## src/verilog/bcd_regs.svh

```systemverilog
// Behaviour
// - Three source channels A, B, C and destination D, each with own registers.
// - One shared dimensions register sets the rectangle for all four channels.
// - Pointer high word sits below low word; one long write loads both.
// - Pointers hold byte addresses; bit zero is ignored, transfers are words.
// - With 512 KB of memory the top 13 pointer bits are ignored.
// - Four enable bits in control register zero switch channels individually.
// - Disabled channel makes no memory cycles; disabled source supplies its constant.
// - Source data registers are processor writable as preloaded constants.
// - Data moves one word at a time, only when the bus is granted.
// - On completion a done flag is set and an interrupt is raised.
// - Low six dimension bits give width 1 to 64 words; zero means 64.
// - Upper ten dimension bits give rows 1 to 1024; zero means 1024.
// - Each enabled channel pointer advances two bytes after every word access.
// - At row end each channel adds its own signed 16-bit skip value.
// - Skip is in bytes, bit zero ignored, sign extended to pointer width.
// - Software programs other registers first; writing dimensions starts the operation.
`ifndef BCD_REGS_SVH
`define BCD_REGS_SVH

// ==========================================================
// Register indices (one 16-bit register per index)
`define BCD_CTRL0 5'h00
`define BCD_DIMS 5'h01
`define BCD_CH_BASE 5'h04
`define BCD_CH_STRIDE 5'h04
`define BCD_FLD_PTR_HI 5'h00
`define BCD_FLD_PTR_LO 5'h01
`define BCD_FLD_SKIP 5'h02
`define BCD_FLD_CONST 5'h03

// ==========================================================
// Field positions
`define BCD_EN_A 11
`define BCD_EN_B 10
`define BCD_EN_C 9
`define BCD_EN_D 8
`define BCD_WIDTH_LSB 0
`define BCD_HEIGHT_LSB 6
`define BCD_WIDTH_MAX 7'h40
`define BCD_HEIGHT_MAX 11'h400

// ==========================================================
// Reset values
`define BCD_RST_WORD 16'h0000
`define BCD_RST_EN 4'h0

`endif

```

## src/verilog/bcd_pkg.sv

```systemverilog
`default_nettype none
// ==========================================================
// Types shared by the engine
package bcd_pkg;
  typedef enum logic [4:0] {
    S_IDLE = 5'h01,
    S_FETCH = 5'h02,
    S_PUSH = 5'h04,
    S_RES = 5'h08,
    S_WRITE = 5'h10
  } bcd_state_type;
endpackage : bcd_pkg
`default_nettype wire

```

## src/verilog/bcd_dma_addr.sv

```systemverilog
`include "bcd_regs.svh"
`default_nettype none
module bcd_dma_addr #(
  parameter int PTR_W = 19
) (
  input wire logic sys_clk,
  input wire logic sys_rst,
  input wire logic reg_wr,
  input wire logic reg_long,
  input wire logic [4:0] reg_addr,
  input wire logic [31:0] reg_wdata,
  output logic mem_req,
  output logic mem_we,
  output logic [PTR_W-1:0] mem_addr,
  output logic [15:0] mem_wdata,
  input wire logic mem_grant,
  input wire logic [15:0] mem_rdata,
  output logic opnd_valid,
  input wire logic opnd_ready,
  output logic [47:0] opnd_data,
  input wire logic res_valid,
  output logic res_ready,
  input wire logic [15:0] res_data,
  output logic busy,
  output logic done_flag,
  output logic done_irq
);

  // ==========================================================
  // Elaboration check
  if (PTR_W < 17 || PTR_W > 32) begin : g_bad_width
    $error("PTR_W must lie between 17 and 32");
  end

  // ==========================================================
  // Helpers
  function automatic logic [4:0] ch_reg(input int ch, input logic [4:0] fld);
    ch_reg = 5'(`BCD_CH_BASE + ch * `BCD_CH_STRIDE + fld);
  endfunction

  // Long write: high half goes to the lower index
  function automatic logic wr_hit(input logic [4:0] idx);
    wr_hit = reg_wr && !busy && (reg_addr == idx || (reg_long && 5'(reg_addr + 5'h01) == idx));
  endfunction

  function automatic logic [15:0] wr_val(input logic [4:0] idx);
    wr_val = (reg_long && reg_addr == idx) ? reg_wdata[31:16] : reg_wdata[15:0];
  endfunction

  // First enabled source at or above from; 3 means none left
  function automatic logic [1:0] next_src(input logic [1:0] from, input logic [2:0] en);
    next_src = 2'h3;
    for (int k = 2; k >= 0; k--) begin
      if (k >= int'(from) && en[k]) begin
        next_src = 2'(k);
      end
    end
  endfunction

  // ==========================================================
  // State
  bcd_pkg::bcd_state_type state_q, state_d;
  logic [1:0] chan_q, chan_d;
  logic [3:0] en_q, en_d;
  logic [PTR_W-2:0] ptr_q [4];
  logic [PTR_W-2:0] ptr_d [4];
  logic [15:0] skip_q [4];
  logic [15:0] skip_d [4];
  logic [15:0] const_q [3];
  logic [15:0] const_d [3];
  logic [6:0] width_q, width_d, wcnt_q, wcnt_d;
  logic [10:0] rcnt_q, rcnt_d;
  logic [15:0] wdata_q, wdata_d;
  logic busy_q, done_q, irq_q, res_ready_q;
  logic mem_req_q, mem_we_q;
  logic [PTR_W-1:0] mem_addr_q;
  logic out_v_q, out_v_d, skid_v_q, skid_v_d;
  logic [47:0] out_q, out_d, skid_q, skid_d;
  logic word_end, finish, push;

  // ==========================================================
  // Decode
  wire logic start = wr_hit(`BCD_DIMS);
  wire logic [15:0] dims_val = wr_val(`BCD_DIMS);
  wire logic [5:0] w_fld = dims_val[`BCD_WIDTH_LSB +: 6];
  wire logic [9:0] h_fld = dims_val[`BCD_HEIGHT_LSB +: 10];
  wire logic [6:0] width_dec = (w_fld == 6'h00) ? `BCD_WIDTH_MAX : {1'b0, w_fld};
  wire logic [10:0] height_dec = (h_fld == 10'h000) ? `BCD_HEIGHT_MAX : {1'b0, h_fld};
  wire logic [15:0] ctrl_val = wr_val(`BCD_CTRL0);
  wire logic [1:0] first_src = next_src(2'h0, en_d[2:0]);
  wire logic eol = (wcnt_q == 7'h01);
  wire logic buf_in_ready = !skid_v_q; // Stalls the engine when the buffer is full
  wire logic pop = out_v_q && opnd_ready;
  wire logic grant_fetch = (state_q == bcd_pkg::S_FETCH) && mem_grant;
  wire logic grant_write = (state_q == bcd_pkg::S_WRITE) && mem_grant;

  // Channel enables from control register zero
  always_comb begin
    en_d = en_q;
    if (wr_hit(`BCD_CTRL0)) begin
      en_d = {ctrl_val[`BCD_EN_D], ctrl_val[`BCD_EN_C], ctrl_val[`BCD_EN_B], ctrl_val[`BCD_EN_A]};
    end
  end

  // Per-channel pointer, skip and constant registers
  always_comb begin
    logic [15:0] hi_v;
    logic [15:0] lo_v;
    hi_v = 16'h0000;
    lo_v = 16'h0000;
    for (int i = 0; i < 4; i++) begin
      ptr_d[i] = ptr_q[i];
      hi_v = wr_val(ch_reg(i, `BCD_FLD_PTR_HI));
      lo_v = wr_val(ch_reg(i, `BCD_FLD_PTR_LO));
      skip_d[i] = skip_q[i];
      // Upper bits beyond the memory size are dropped here
      if (wr_hit(ch_reg(i, `BCD_FLD_PTR_HI))) begin
        ptr_d[i][PTR_W-2:15] = hi_v[PTR_W-17:0];
      end
      if (wr_hit(ch_reg(i, `BCD_FLD_PTR_LO))) begin
        ptr_d[i][14:0] = lo_v[15:1];
      end
      if (wr_hit(ch_reg(i, `BCD_FLD_SKIP))) begin
        skip_d[i] = wr_val(ch_reg(i, `BCD_FLD_SKIP));
      end
      // Advance one word, plus the skip at row end
      if ((grant_fetch && chan_q == 2'(i)) || (grant_write && i == 3)) begin
        ptr_d[i] = ptr_q[i] + (PTR_W-1)'(1)
          + (eol ? {{(PTR_W-16){skip_q[i][15]}}, skip_q[i][15:1]} : (PTR_W-1)'(0));
      end
    end
    for (int i = 0; i < 3; i++) begin
      const_d[i] = const_q[i];
      if (wr_hit(ch_reg(i, `BCD_FLD_CONST))) begin
        const_d[i] = wr_val(ch_reg(i, `BCD_FLD_CONST));
      end
      if (grant_fetch && chan_q == 2'(i)) begin
        const_d[i] = mem_rdata;
      end
    end
  end

  // Sequencer: sources, operand push, result, destination write
  always_comb begin
    state_d = state_q;
    chan_d = chan_q;
    wcnt_d = wcnt_q;
    rcnt_d = rcnt_q;
    width_d = width_q;
    wdata_d = wdata_q;
    word_end = 1'b0;
    finish = 1'b0;
    push = 1'b0;
    case (state_q)
      bcd_pkg::S_IDLE: begin
        if (start) begin
          width_d = width_dec;
          wcnt_d = width_dec;
          rcnt_d = height_dec;
          chan_d = first_src;
          state_d = (first_src == 2'h3) ? bcd_pkg::S_PUSH : bcd_pkg::S_FETCH;
        end
      end
      bcd_pkg::S_FETCH: begin
        if (mem_grant) begin
          chan_d = next_src(2'(chan_q + 2'h1), en_q[2:0]);
          if (chan_d == 2'h3) begin
            state_d = bcd_pkg::S_PUSH;
          end
        end
      end
      bcd_pkg::S_PUSH: begin
        if (buf_in_ready) begin
          push = 1'b1;
          if (en_q[3]) begin
            state_d = bcd_pkg::S_RES;
          end else begin
            word_end = 1'b1;
          end
        end
      end
      bcd_pkg::S_RES: begin
        if (res_valid) begin
          wdata_d = res_data;
          chan_d = 2'h3;
          state_d = bcd_pkg::S_WRITE;
        end
      end
      bcd_pkg::S_WRITE: begin
        if (mem_grant) begin
          word_end = 1'b1;
        end
      end
      default: begin
        state_d = bcd_pkg::S_IDLE;
      end
    endcase
    // Word and row counting
    if (word_end) begin
      chan_d = first_src;
      state_d = (first_src == 2'h3) ? bcd_pkg::S_PUSH : bcd_pkg::S_FETCH;
      if (eol) begin
        wcnt_d = width_q;
        if (rcnt_q == 11'h001) begin
          finish = 1'b1;
          state_d = bcd_pkg::S_IDLE;
        end else begin
          rcnt_d = 11'(rcnt_q - 11'h001);
        end
      end else begin
        wcnt_d = 7'(wcnt_q - 7'h01);
      end
    end
  end

  // Two-entry operand buffer: output stage plus skid
  always_comb begin
    out_v_d = out_v_q;
    out_d = out_q;
    skid_v_d = skid_v_q;
    skid_d = skid_q;
    if (pop) begin
      out_v_d = skid_v_q;
      out_d = skid_q;
      skid_v_d = 1'b0;
    end
    if (push) begin
      // Disabled sources contribute their held constant
      if (!out_v_d) begin
        out_v_d = 1'b1;
        out_d = {const_q[0], const_q[1], const_q[2]};
      end else begin
        skid_v_d = 1'b1;
        skid_d = {const_q[0], const_q[1], const_q[2]};
      end
    end
  end

  // ==========================================================
  // Registers
  always_ff @(posedge sys_clk) begin
    if (sys_rst) begin
      state_q <= bcd_pkg::S_IDLE;
      chan_q <= 2'h0;
      en_q <= `BCD_RST_EN;
      width_q <= `BCD_WIDTH_MAX;
      wcnt_q <= `BCD_WIDTH_MAX;
      rcnt_q <= `BCD_HEIGHT_MAX;
      wdata_q <= `BCD_RST_WORD;
      out_v_q <= 1'b0;
      skid_v_q <= 1'b0;
      out_q <= 48'h000000000000;
      skid_q <= 48'h000000000000;
    end else begin
      state_q <= state_d;
      chan_q <= chan_d;
      en_q <= en_d;
      width_q <= width_d;
      wcnt_q <= wcnt_d;
      rcnt_q <= rcnt_d;
      wdata_q <= wdata_d;
      out_v_q <= out_v_d;
      skid_v_q <= skid_v_d;
      out_q <= out_d;
      skid_q <= skid_d;
    end
  end

  // Channel register file; one set per channel
  always_ff @(posedge sys_clk) begin
    for (int i = 0; i < 4; i++) begin
      ptr_q[i] <= sys_rst ? (PTR_W-1)'(0) : ptr_d[i];
      skip_q[i] <= sys_rst ? `BCD_RST_WORD : skip_d[i];
    end
    for (int i = 0; i < 3; i++) begin
      const_q[i] <= sys_rst ? `BCD_RST_WORD : const_d[i];
    end
  end

  // Outputs come from their own flops, computed from next state
  always_ff @(posedge sys_clk) begin
    if (sys_rst) begin
      mem_req_q <= 1'b0;
      mem_we_q <= 1'b0;
      mem_addr_q <= PTR_W'(0);
      busy_q <= 1'b0;
      done_q <= 1'b0;
      irq_q <= 1'b0;
      res_ready_q <= 1'b0;
    end else begin
      mem_req_q <= (state_d == bcd_pkg::S_FETCH) || (state_d == bcd_pkg::S_WRITE);
      mem_we_q <= (state_d == bcd_pkg::S_WRITE);
      mem_addr_q <= {ptr_d[chan_d], 1'b0};
      busy_q <= (state_d != bcd_pkg::S_IDLE);
      done_q <= finish | (done_q & ~start);
      irq_q <= finish;
      res_ready_q <= (state_d == bcd_pkg::S_RES);
    end
  end

  assign mem_req = mem_req_q;
  assign mem_we = mem_we_q;
  assign mem_addr = mem_addr_q;
  assign mem_wdata = wdata_q;
  assign opnd_valid = out_v_q;
  assign opnd_data = out_q;
  assign res_ready = res_ready_q;
  assign busy = busy_q;
  assign done_flag = done_q;
  assign done_irq = irq_q;
endmodule : bcd_dma_addr
`default_nettype wire

```

## config.mk

```make
export PLATFORM = sky130hd
export DESIGN_NAME = bcd_dma_addr
export DESIGN_NICKNAME = d
export VERILOG_FILES = /design/src/verilog/bcd_pkg.sv /design/src/verilog/bcd_dma_addr.sv
export VERILOG_INCLUDE_DIRS = /design/src /design/src/verilog
export SDC_FILE = /design/constraint.sdc
export NUM_CORES = 1
export LEC_CHECK = 0
export BUFFER_PORTS_ARGS = -buffer_cell sky130_fd_sc_hd__clkbuf_2
export CAP_MARGIN = 10
export CORE_MARGIN = 10
export CORE_UTILIZATION = 55
export CTS_CLUSTER_DIAMETER = 120
export DETAILED_ROUTE_END_ITERATION = 12
export PLACE_DENSITY = 0.73
export REMOVE_ABC_BUFFERS = 1
export SETUP_SLACK_MARGIN = 0.1
export SYNTH_ARGS = -nofsm -noshare
export SYNTH_HDL_FRONTEND = slang
export SYNTH_SLANG_ARGS = --single-unit
export TNS_END_PERCENT = 10
```

## constraint.sdc

```tcl
create_clock -name sys_clk -period 4.8 [get_ports sys_clk]
set_clock_uncertainty 0.15 [all_clocks]
set_input_delay 0.48 -clock sys_clk [delete_from_list [all_inputs] [get_ports sys_clk]]
set_output_delay 0.48 -clock sys_clk [all_outputs]
set_load 0.01 [all_outputs]
```

Word level (Yosys, flattened, before mapping) --
Memory sizes are Yosys's and may differ from the RTL's. Cells that the tools add are included.
Cells by class: reduce and logical (&&, ||, !) cells 93, shifts and indexed selects 0, multipliers 0, bitwise logic cells 4, multiplexer cells 110, add/subtract/negate cells 12, magnitude comparators 4, equal/unequal tests 48, div/mod/pow operators 0
Operator list (number):
- $mux W16 | 29
- $mux W18 | 14
- $mux W48 | 3
- $eq A5 B4 Y1 const B | 18
- $add A18 B1 Y18 const B | 4
- $add A18 B18 Y18 | 4
- $mux W11 | 6
- $logic_and A1 B1 Y1 | 62
- $mux W15 | 4
- $eq A5 B3 Y1 const B | 9
- $eq A5 B5 Y1 const B | 8
- $bmux W18 S2 | 1
- $mux W3 | 12
- $mux W5 | 7
- $mux W7 | 5
- $pmux W5 S5 | 1
- $mux W2 | 10
- $logic_or A1 B1 Y1 | 19
- $eq A5 B1 Y1 const B | 3
- $mux W1 | 15
- $mux W12 | 1
- $eq A11 B1 Y1 const B | 1
- $sub A11 B1 Y11 const B | 1
- $eq A5 B2 Y1 const B | 2
- other kinds (23) | 32
Word-level totals: bits in latches 0, bits of input ports 76, word-level logic and storage cells 294, ROM bits 0, RAM bits 184, output and inout bits 90, memories kept 3, bits in registers 175
Memories:
- ptr_q | depth 4, width 18, rd ports 4, clocked after Yosys merged registers in 0, write ports 4, line bcd_dma_addr.sv:65 | logic [PTR_W-2:0] ptr_q [4];
- skip_q | depth 4, width 16, rd ports 4, clocked after Yosys merged registers in 0, write ports 4, line bcd_dma_addr.sv:67 | logic [15:0] skip_q [4];
- const_q | depth 3, width 16, rd ports 3, clocked after Yosys merged registers in 0, write ports 3, line bcd_dma_addr.sv:69 | logic [15:0] const_q [3];

Logic depth before layout (Yosys ltp) --
Gate-level depths: netlist of run 1.
word-level depth 16, mapped depth 19, mapped depth without buffers 16

Worst setup path before layout of run 1 --
Ideal clock, no wire load.
path type register -> register, from reg wcnt_q[2], to reg mem_addr_q[18] (netlist: mem_addr[18]), setup slack 482 ps, cell stages (with the launch flop) 16, data required time 4547 ps, arrival 4065 ps, cell sequence dfxtp_1 > nor4_1 > and3b_1 > clkbuf_1 > clkbuf_1 > clkbuf_1 > and2_1 > ha_1 > a2111o_1 > o211a_1 > o221a_2 > a2111o_1 > o211ai_1 > mux2i_1 > and3_1 > a2111oi_2
On the way: longest elaborated chain between the ends 7, elaborated cells on any way between the ends 16, those cells by class add/sub: 4; eq/ne: 1; mux: 11
Ends and longest elaborated chain:
- start, declared | line bcd_dma_addr.sv:71 | logic [6:0] width_q, width_d, wcnt_q, wcnt_d;
- start signal, assigned | line bcd_dma_addr.sv:247 | wcnt_q <= `BCD_WIDTH_MAX;
- start signal, assigned | line bcd_dma_addr.sv:259 | wcnt_q <= wcnt_d;
- $eq A7 B1 Y1 * | line bcd_dma_addr.sv:91 | wire logic eol = (wcnt_q == 7'h01);
- $mux W18 | line bcd_dma_addr.sv:129 | + (eol ? {{(PTR_W-16){skip_q[i][15]}}, skip_q[i][15:1]} : (PTR_W-1)'(0));
- $add A18 B18 Y18 | line bcd_dma_addr.sv:129
- $mux W18 | line bcd_dma_addr.sv:127 | if ((grant_fetch && chan_q == 2'(i)) || (grant_write && i == 3)) begin
- $bmux W18 S2 * | line bcd_dma_addr.sv:293 | mem_addr_q <= {ptr_d[chan_d], 1'b0};
- $mux W18 (implied by the code) * (2 in a row) | line bcd_dma_addr.sv:293
- end signal, assigned | line bcd_dma_addr.sv:293
- end, declared | line bcd_dma_addr.sv:76 | logic [PTR_W-1:0] mem_addr_q;
Every way passes the cells marked *; elsewhere a longest branch is shown, timed or not. The select of a mux whose other input is x is not followed. A chain may end at the register's enable or synchronous reset.

Worst setup path in the final report of run 1 --
from reg wcnt_q[2], to reg mem_addr_q[17] (netlist: mem_addr[17])
Same word-level chain as after synthesis.

==> summary.md, run 1 <==
| Metric | Value |
|---|---|
| Final Setup Violations | `0` |
| DIE WIDTH | `about 220 um` |
| Initial DRC count | `around 1900` |
| Fraction of registers with async set/reset | `0` |
| Post-CTS setup buffer count | `0` |
| Compound-Gate Fraction of Synth Area | `0.225` |
| Num rows | `between 70 and 80` |
| Clock sink total | `between 300 and 400` |
| Largest net degree at the start of global routing | `between 100 and 150` |
| Post-layout nets | `approximately 2900` |
| Area of the mapped netlist | `21200 sq um` |
| CP arrival | `just under 5 ns` |
| CP Launch Type | `flip-flop` |
| CTS Buf Count | `40` |
| Die Y | `~220 um` |
| Leakage | `a little under 10 nW` |
| RSZ-0062 raised after global routing | `no` |
| Crit-path max FO | `31` |
| Vias in the first global route | `19800` |
| Full die area | `approximately 47000 sq um` |
| Mux contribution to synthesized area | `0.0867` |
| Top cell family by delay on the critical path | `compound AO/OA/AOI/OAI gates` |
| Slew headroom | `0.252` |
| Maximum clock path buffer count | `3` |
| Critical Path RT | `roughly 5.1 ns` |
| Count of buffers from port buffering | `~160` |
| Detail Route Antenna Nets | `0` |
| XOR/XNOR share of the synthesized area | `0.0228` |
| Synth warnings | `0` |
| Worst Max-Slew Pin Slew | `~1.1 ns` |
| Place WS | `~0.44 ns` |
| Cells along the critical path | `nor4_1, and3b_4, buf_12, and2_1, ha_1, a2111o_1, a31o_2, a311oi_1, o21ai_0, a31oi_1, xor2_1, o211ai_1, o2111ai_1, a31oi_1` |
| Core area | `37800 sq um` |
| Synth cell types | `84` |
| Total chip power | `6.72 mW` |
| Routed wire length | `between 60 and 70 mm` |
| Root Driver | `clkbuf_16` |
| Max Cap Viol | `0` |
| I/O pin total | `approximately 170` |
| CTS tree | `built` |
| Initial core utilization | `0.559` |
| Seq/Total Area, Yosys | `0.335` |
| RD Place Congestion | `0.978` |
| Routed WL per cell | `20.6 um` |
| Avg Vias per Cell | `around 6.2` |
| Gr usage total | `0.281` |
| Cell Pwr Density | `283 nW/um^2` |
| Final HPWL DP | `~47 mm` |
| Synthesis-stage register bit count | `approximately 350` |
| Max VDD drop | `around 280 uV` |
| DRT Pass-1 Iters | `6` |
| Global-route wire length before repair | `~110 mm` |
| Met1 wire length | `29.4 mm` |
| CP bufs+invs | `1` |
| Adder-cell area share of the yosys netlist | `0.0499` |
| Simple-gate portion of the synthesized area | `0.230` |
| Status | `complete, no violations` |
| Final worst-path cycle share | `0.949` |
| Mapped Cells | `around 2700` |
| Hold Fails Final Rpt | `0` |
| Htree depth | `2` |
| WL met3 | `6.17 mm` |
| Post-synth EDFFs | `0` |
| Max Slew Vio Count | `0` |
| Slowest CP cell | `a311oi_1` |
| Wire length on met2 | `31.3 mm` |
| Ys flop type | `dfxtp_1` |
| Final Critical Period | `about 4.6 ns` |
| Clk slew on worst S/H paths | `around 0.070 ns` |
| Worst Hold Class | `input pin to flip-flop` |
| Worst Setup End Kind | `flip-flop` |
| Area Growth Syn to Fin | `12.2%` |
| Share of post-route cells with drive strength above 1 | `0.121` |
| Max layer used | `met4` |
| Fmax | `0.219 GHz` |
| DRC Markers | `0` |
| Initial antenna violation count | `0` |
| Most used cell, CP | `a31oi_1` |
| Largest family of logic cells by synthesized area | `simple AND/OR/NAND/NOR gates` |
| Final worst slack | `about 0.24 ns` |
| Ant diodes | `0` |
| Worst skew pair latency | `approximately 0.58 ns` |
| Setup CP Type | `flip-flop to flip-flop` |
| Mean Syn Cell Area | `between 7 and 8 sq um` |
| Grt total ovfl | `0` |
| Via count | `a little over 20000` |
| Crit-path max cell delay | `about 0.52 ns` |
[synthesized netlist by cell type (6+ instances only)]
cell type	instances	share of area
dfxtp_1	354	0.33
nand3_1	122	0.029
o21ai_0	59	0.014
o21a_1	17	0.0060
nor3_1	31	0.0073
a21oi_1	260	0.061
or2_2	10	0.0030
nand2_1	360	0.064
o211ai_1	51	0.018
xnor2_1	35	0.014
o31ai_1	7	0.0025
nor3b_1	9	0.0032
a311oi_1	52	0.022
mux2_2	7	0.0037
inv_1	37	0.0066
ha_1	78	0.046
a21o_1	21	0.0074
clkbuf_1	203	0.036
mux2i_1	172	0.081
nand4_1	8	0.0024
a2111oi_0	6	0.0025
nor2_1	373	0.066
nand2b_1	21	0.0062
a211oi_1	141	0.050
a31oi_1	21	0.0062
o22ai_1	13	0.0038
nor4_1	9	0.0027
and2_1	76	0.022
xor2_1	20	0.0083
and3_1	20	0.0059
buf_2	22	0.0052
or3_1	8	0.0024
nor2b_1	15	0.0044
[final cells by class]
class                      count  area (sq um)
clock inverter                14           168
sequential                   354          7090
clock buffer                  59          1180
multi-input combinational   2123         13100
timing repair buffer         234          1420
tap                          511           639
fill                        3412         14100
inverter                      38           143
[logic make-up after synthesis]
group	after synthesis
simple gates	1088
compound gates	716
flops	354
buf+inv	272
mux	181
fa+ha+maj	82
xor+xnor	55
other cells	1
[layer usage]
metal / track usage / up-vias
met5: 0 / -
met1: 0.370 / 9867
li1: - / 9876
met4: 0.0993 / 0
met2: 0.456 / 873
met3: 0.0483 / 131
[worst paths after layout]
kind                     start        endpoint  slack, ns  depth (start not counted)
setup / recovery     wcnt_q[2]    mem_addr[17]       0.24                         14
hold / removal    mem_rdata[6]  const_q[0][38]       0.13                          3
setup reg to reg     wcnt_q[2]    mem_addr[17]       0.24                         14
hold reg to reg     width_q[6]      width_q[6]       0.30                          1
[stage by stage]
| stage | hold slack [ns] | cells | instance area [sq um] | setup TNS, ns | util |
|---|---|---|---|---|---|
| after floorplan | 0.270 | 2515 | 20200 | -37.46 | - |
| after global placement | 0.283 | 3244 | 22200 | 0 | 0.587 |
| after detailed placement | 0.291 | 3244 | 22200 | 0 | 0.587 |
| after CTS | 0.110 | 3333 | 23700 | 0 | 0.627 |
| after global routing | 0.139 | 3333 | 23700 | 0 | 0.627 |
| final | 0.130 | 3333 | 23700 | 0 | 0.627 |
[tightest hold or removal path, delay by kind of cell]
family / cells / cell delay, ns
buffers and inverters: 1 / 0.11
AO/OA/AOI/OAI: 2 / 0.23
[cells in the final DEF (no fill, tap or decap), types with 21 or more instances in the layout]
| cell type | instances |
|---|---|
| a211oi_1 | 141 |
| nand2_1 | 360 |
| buf_4 | 52 |
| nor2_1 | 370 |
| dfxtp_1 | 353 |
| ha_1 | 78 |
| a31oi_1 | 21 |
| and2_1 | 76 |
| clkbuf_16 | 41 |
| clkbuf_2 | 163 |
| a21oi_1 | 260 |
| o211ai_1 | 51 |
| mux2i_1 | 172 |
| a311oi_1 | 52 |
| xnor2_1 | 35 |
| a21o_1 | 21 |
| nor3_1 | 27 |
| o21ai_0 | 59 |
| nand3_1 | 120 |
| inv_1 | 37 |
[power breakdown]
group	total (mW)	switching, mW	internal [mW]
registers	3.00	0.0268	2.97
clock network	3.18	1.30	1.88
logic	0.540	0.367	0.173
total	6.72	1.70	5.02
[state kept, by name, indices dropped and copies added, names as in the netlist]
register / flops
wcnt_q: 7
skip_q: 60
busy: 1
mem_req: 1
mem_wdata: 16
mem_we: 1
mem_addr: 18
en_q: 4
state_q: 5
ptr_q: 72
const_q: 48
rcnt_q: 11
skid_q: 48
opnd_valid: 1
done_flag: 1
res_ready: 1
opnd_data: 48
done_irq: 1
width_q: 7
chan_q: 2
skid_v_q: 1
[repair_timing]
action,4_1_cts,5_1_grt
hold buffers,16,0
setup endpoints to repair,0,2
endpoints found under the hold margin,16,0
gates resized for setup,0,2
(Power assumes the default switching activity.)
==> run 2, diff against run 1 <==
Settings changed: CORE_ASPECT_RATIO set to 0.7, RECOVER_POWER set to 50.
Clock period 4.8 ns to 5.75 ns, I/O delays scaled along.
==> run 2 against run 1 <==
The run now ends with max-capacitance violations, max-slew violations left. Sequential cell count is the same. Sequential power is 17% lower. Worst hold slack lost 0.044 ns. Via count rose by 1.6%. Die area up 0.27%. Clock-buffer cell count decreased by 10. Critical path depth fell by 7. Clock power decreased by 21%. Non-clock buffer count fell by 26. Combinational power shrank 16%. Sequential share of layout area up 0.64 points. Routed wire length up 5.2%. Largest power group unchanged.
==> summary.md, run 2 (same netlist as run 1, synthesis figures left out) <==
| Metric | Value |
|---|---|
| Count of buffers from port buffering | `164 (unchanged)` |
| Hold path start | `res_data[7]` |
| Area Growth Syn to Fin | `9.85%` |
| Max Slew Vio Count | `169 (+169)` |
| Final HPWL DP | `48.9 mm (+3.5%)` |
| Fmax | `just under 0.2 GHz` |
| Post-cts sizing count | `0 (unchanged)` |
| Leakage | `9.43 nW (-5.0%)` |
| Reg2reg end | `mem_addr[18]` |
| Initial antenna violation count | `2 (+2)` |
| Initial DRC count | `2446 (+31%)` |
| FF-to-FF setup slack | `0.85 ns (+0.61 ns)` |
| DIE WIDTH | `254 um (+18%)` |
| Place WS | `0.940 ns (+0.501 ns)` |
| Worst Hold Class | `input pin to flip-flop` |
| Final Critical Period | `around 5.1 ns` |
| CTS tree | `built` |
| Hold Path Depth | `3 (unchanged)` |
| Worst skew pair latency | `0.56 ns (-0.02 ns)` |
| Hold endpoint | `mem_wdata[7]` |
| Core area | `38200 sq um (+0.97%)` |
| Most frequent cells in the layout | `370 x nor2_1, 360 x nand2_1, 354 x dfxtp_1` |
| RSZ-0062 raised after global routing | `no` |
| Detail Route Antenna Nets | `0 (unchanged)` |
| M2 GR Usage | `0.456 (+0.000831)` |
| Maximum clock path buffer count | `3 (unchanged)` |
| Gr usage total | `0.300 (+0.0183)` |
| GRT busiest layer | `met2` |
| Max reg flops | `72 (unchanged)` |
| Crit-path max cell delay | `2.24 ns (+1.72 ns)` |
| Cts hold-fix bufs | `0 (-16)` |
| Most used cell, CP | `nand2_1` |
| Met1 Use GR | `0.412 (+0.0419)` |
| Total chip power | `5.48 mW (-18%)` |
| Share of post-route cells with drive strength above 1 | `0.0838 (-0.0370)` |
| Die Y | `184 um (-15%)` |
| Largest regs | `ptr_q x72, skip_q x60` |
| Routed wire length | `72.4 mm (+5.2%)` |
| Grt total ovfl | `0 (unchanged)` |
| Failing checks | `max-capacitance violations, max-slew violations` |
| Vias in the first global route | `19700 (-0.55%)` |
| Global-route wire length before repair | `112 mm (+3.7%)` |
| Final worst-path cycle share | `0.889` |
| Fill count | `3433 (+0.62%)` |
| Post-DP Area | `22100 sq um (-0.39%)` |
| CP arrival | `5.43 ns (+0.61 ns)` |
| Htree depth | `2 (unchanged)` |
| FF-to-FF path depth | `13 (-1)` |
| Clk slew on worst S/H paths | `0.07 ns (about the same)` |
| DRC Markers | `0 (unchanged)` |
| Post-CTS setup buffer count | `0 (unchanged)` |
| Post-layout nets | `2920 (-0.98%)` |
| I/O pin total | `166 (unchanged)` |
| Status | `finished with violations` |
| Post-route design area | `23200 sq um (-2.1%)` |
| Setup CP Type | `input pin to flip-flop` |
| Num rows | `60 (-15%)` |
| CP Launch Type | `input pin` |
| Cells along the critical path | `clkbuf_2, clkbuf_1, inv_1, nand2_1, or2_0, nand2_1, a21oi_1` |
| Worst Max-Slew Pin Slew | `3.12 ns (+2.00 ns)` |
| Slew headroom | `-1.08 (-1.33)` |
| Slowest CP cell | `or2_0` |
| Crit-path max FO | `49 (+58%)` |
| Placed insts | `3219 (-0.77%)` |
| Hold_ws | `0.0855 ns (-0.0441 ns)` |
| Max VDD drop | `191 uV (-31%)` |
| Post-route insts no fill | `3288 (-1.4%)` |
| Routed WL per cell | `22.0 um (+6.6%)` |
| Hold Fails Final Rpt | `0 (unchanged)` |
| Register with the most flip-flops | `ptr_q` |
| Root Driver | `clkbuf_16` |
| DRT Pass-1 Iters | `6 (unchanged)` |
| Via count | `21100 (+1.6%)` |
| Crit. Startpoint | `opnd_ready` |
| Final worst slack | `0.639 ns (+0.396 ns)` |
| Commonest non-fill, non-tap cell in the layout | `nor2_1` |
| Critical Path RT | `6.07 ns (+1.00 ns)` |
| Routing usage on met3 | `0.0609 (+0.0126)` |
| CTS Buf Count | `37 (-7.5%)` |
| Largest net degree at the start of global routing | `191 (+28%)` |
| Max Cap Viol | `4 (+4)` |
| Full die area | `46800 sq um (+0.27%)` |
| Worst r2r src | `wcnt_q[2]` |
| Avg Vias per Cell | `6.41 (+2.9%)` |
| Final Setup Violations | `0 (unchanged)` |
| RD Place Congestion | `1.01 (+3.3%)` |
| Clock sink total | `354 (unchanged)` |
| Worst Setup End Kind | `flip-flop` |
| Final setup TNS | `0 ns (unchanged)` |
| Layout Utilization | `0.608 (-0.0191)` |
| Initial core utilization | `0.554 (-0.00538)` |
| Cell Pwr Density | `236 nW/um^2 (-17%)` |
-- run 2: how the worst max path moves through the flow --
stage          slack, ns           end
6_report            0.64    skid_q[22]
3_3_place_gp        1.10  mem_addr[18]
2_1_floorplan      -0.28  mem_addr[15]
3_5_place_dp        0.94  mem_addr[18]
4_1_cts             0.90  mem_addr[18]
5_1_grt             0.25     skid_q[9]
-- run 2: worst max-delay path, delay by kind of cell --
family | cells | cell delay [ns]
simple gates | 3 | 2.68
compound gates | 1 | 0.25
buf+inv | 3 | 1.82
-- run 2: layer usage --
metal	up-vias	wire, um
li1	9809	-
met1	10000	30900
met2	1040	31400
met3	191	7390
met4	2	2640
met5	-	13
-- run 2: cell type report --
| type | instances | area, sq um | area share |
|---|---|---|---|
| antenna | 1 | 2.50 | 0.000108 |
| inverter | 38 | 143 | 0.00614 |
| multi-input combinational | 2123 | 13100 | 0.563 |
| timing repair buffer | 208 | 1050 | 0.0453 |
| tap | 496 | 621 | 0.0267 |
| sequential | 354 | 7090 | 0.305 |
| clock buffer | 49 | 1070 | 0.0461 |
| clock inverter | 19 | 190 | 0.00818 |
-- run 2: power by group --
part	total (mW)	switching [mW]	leakage, nW	internal [mW]
combinational	0.453	0.320	5.97	0.133
sequential	2.50	0.0216	2.86	2.48
clock	2.52	1.10	0.611	1.42
total	5.48	1.44	9.43	4.04
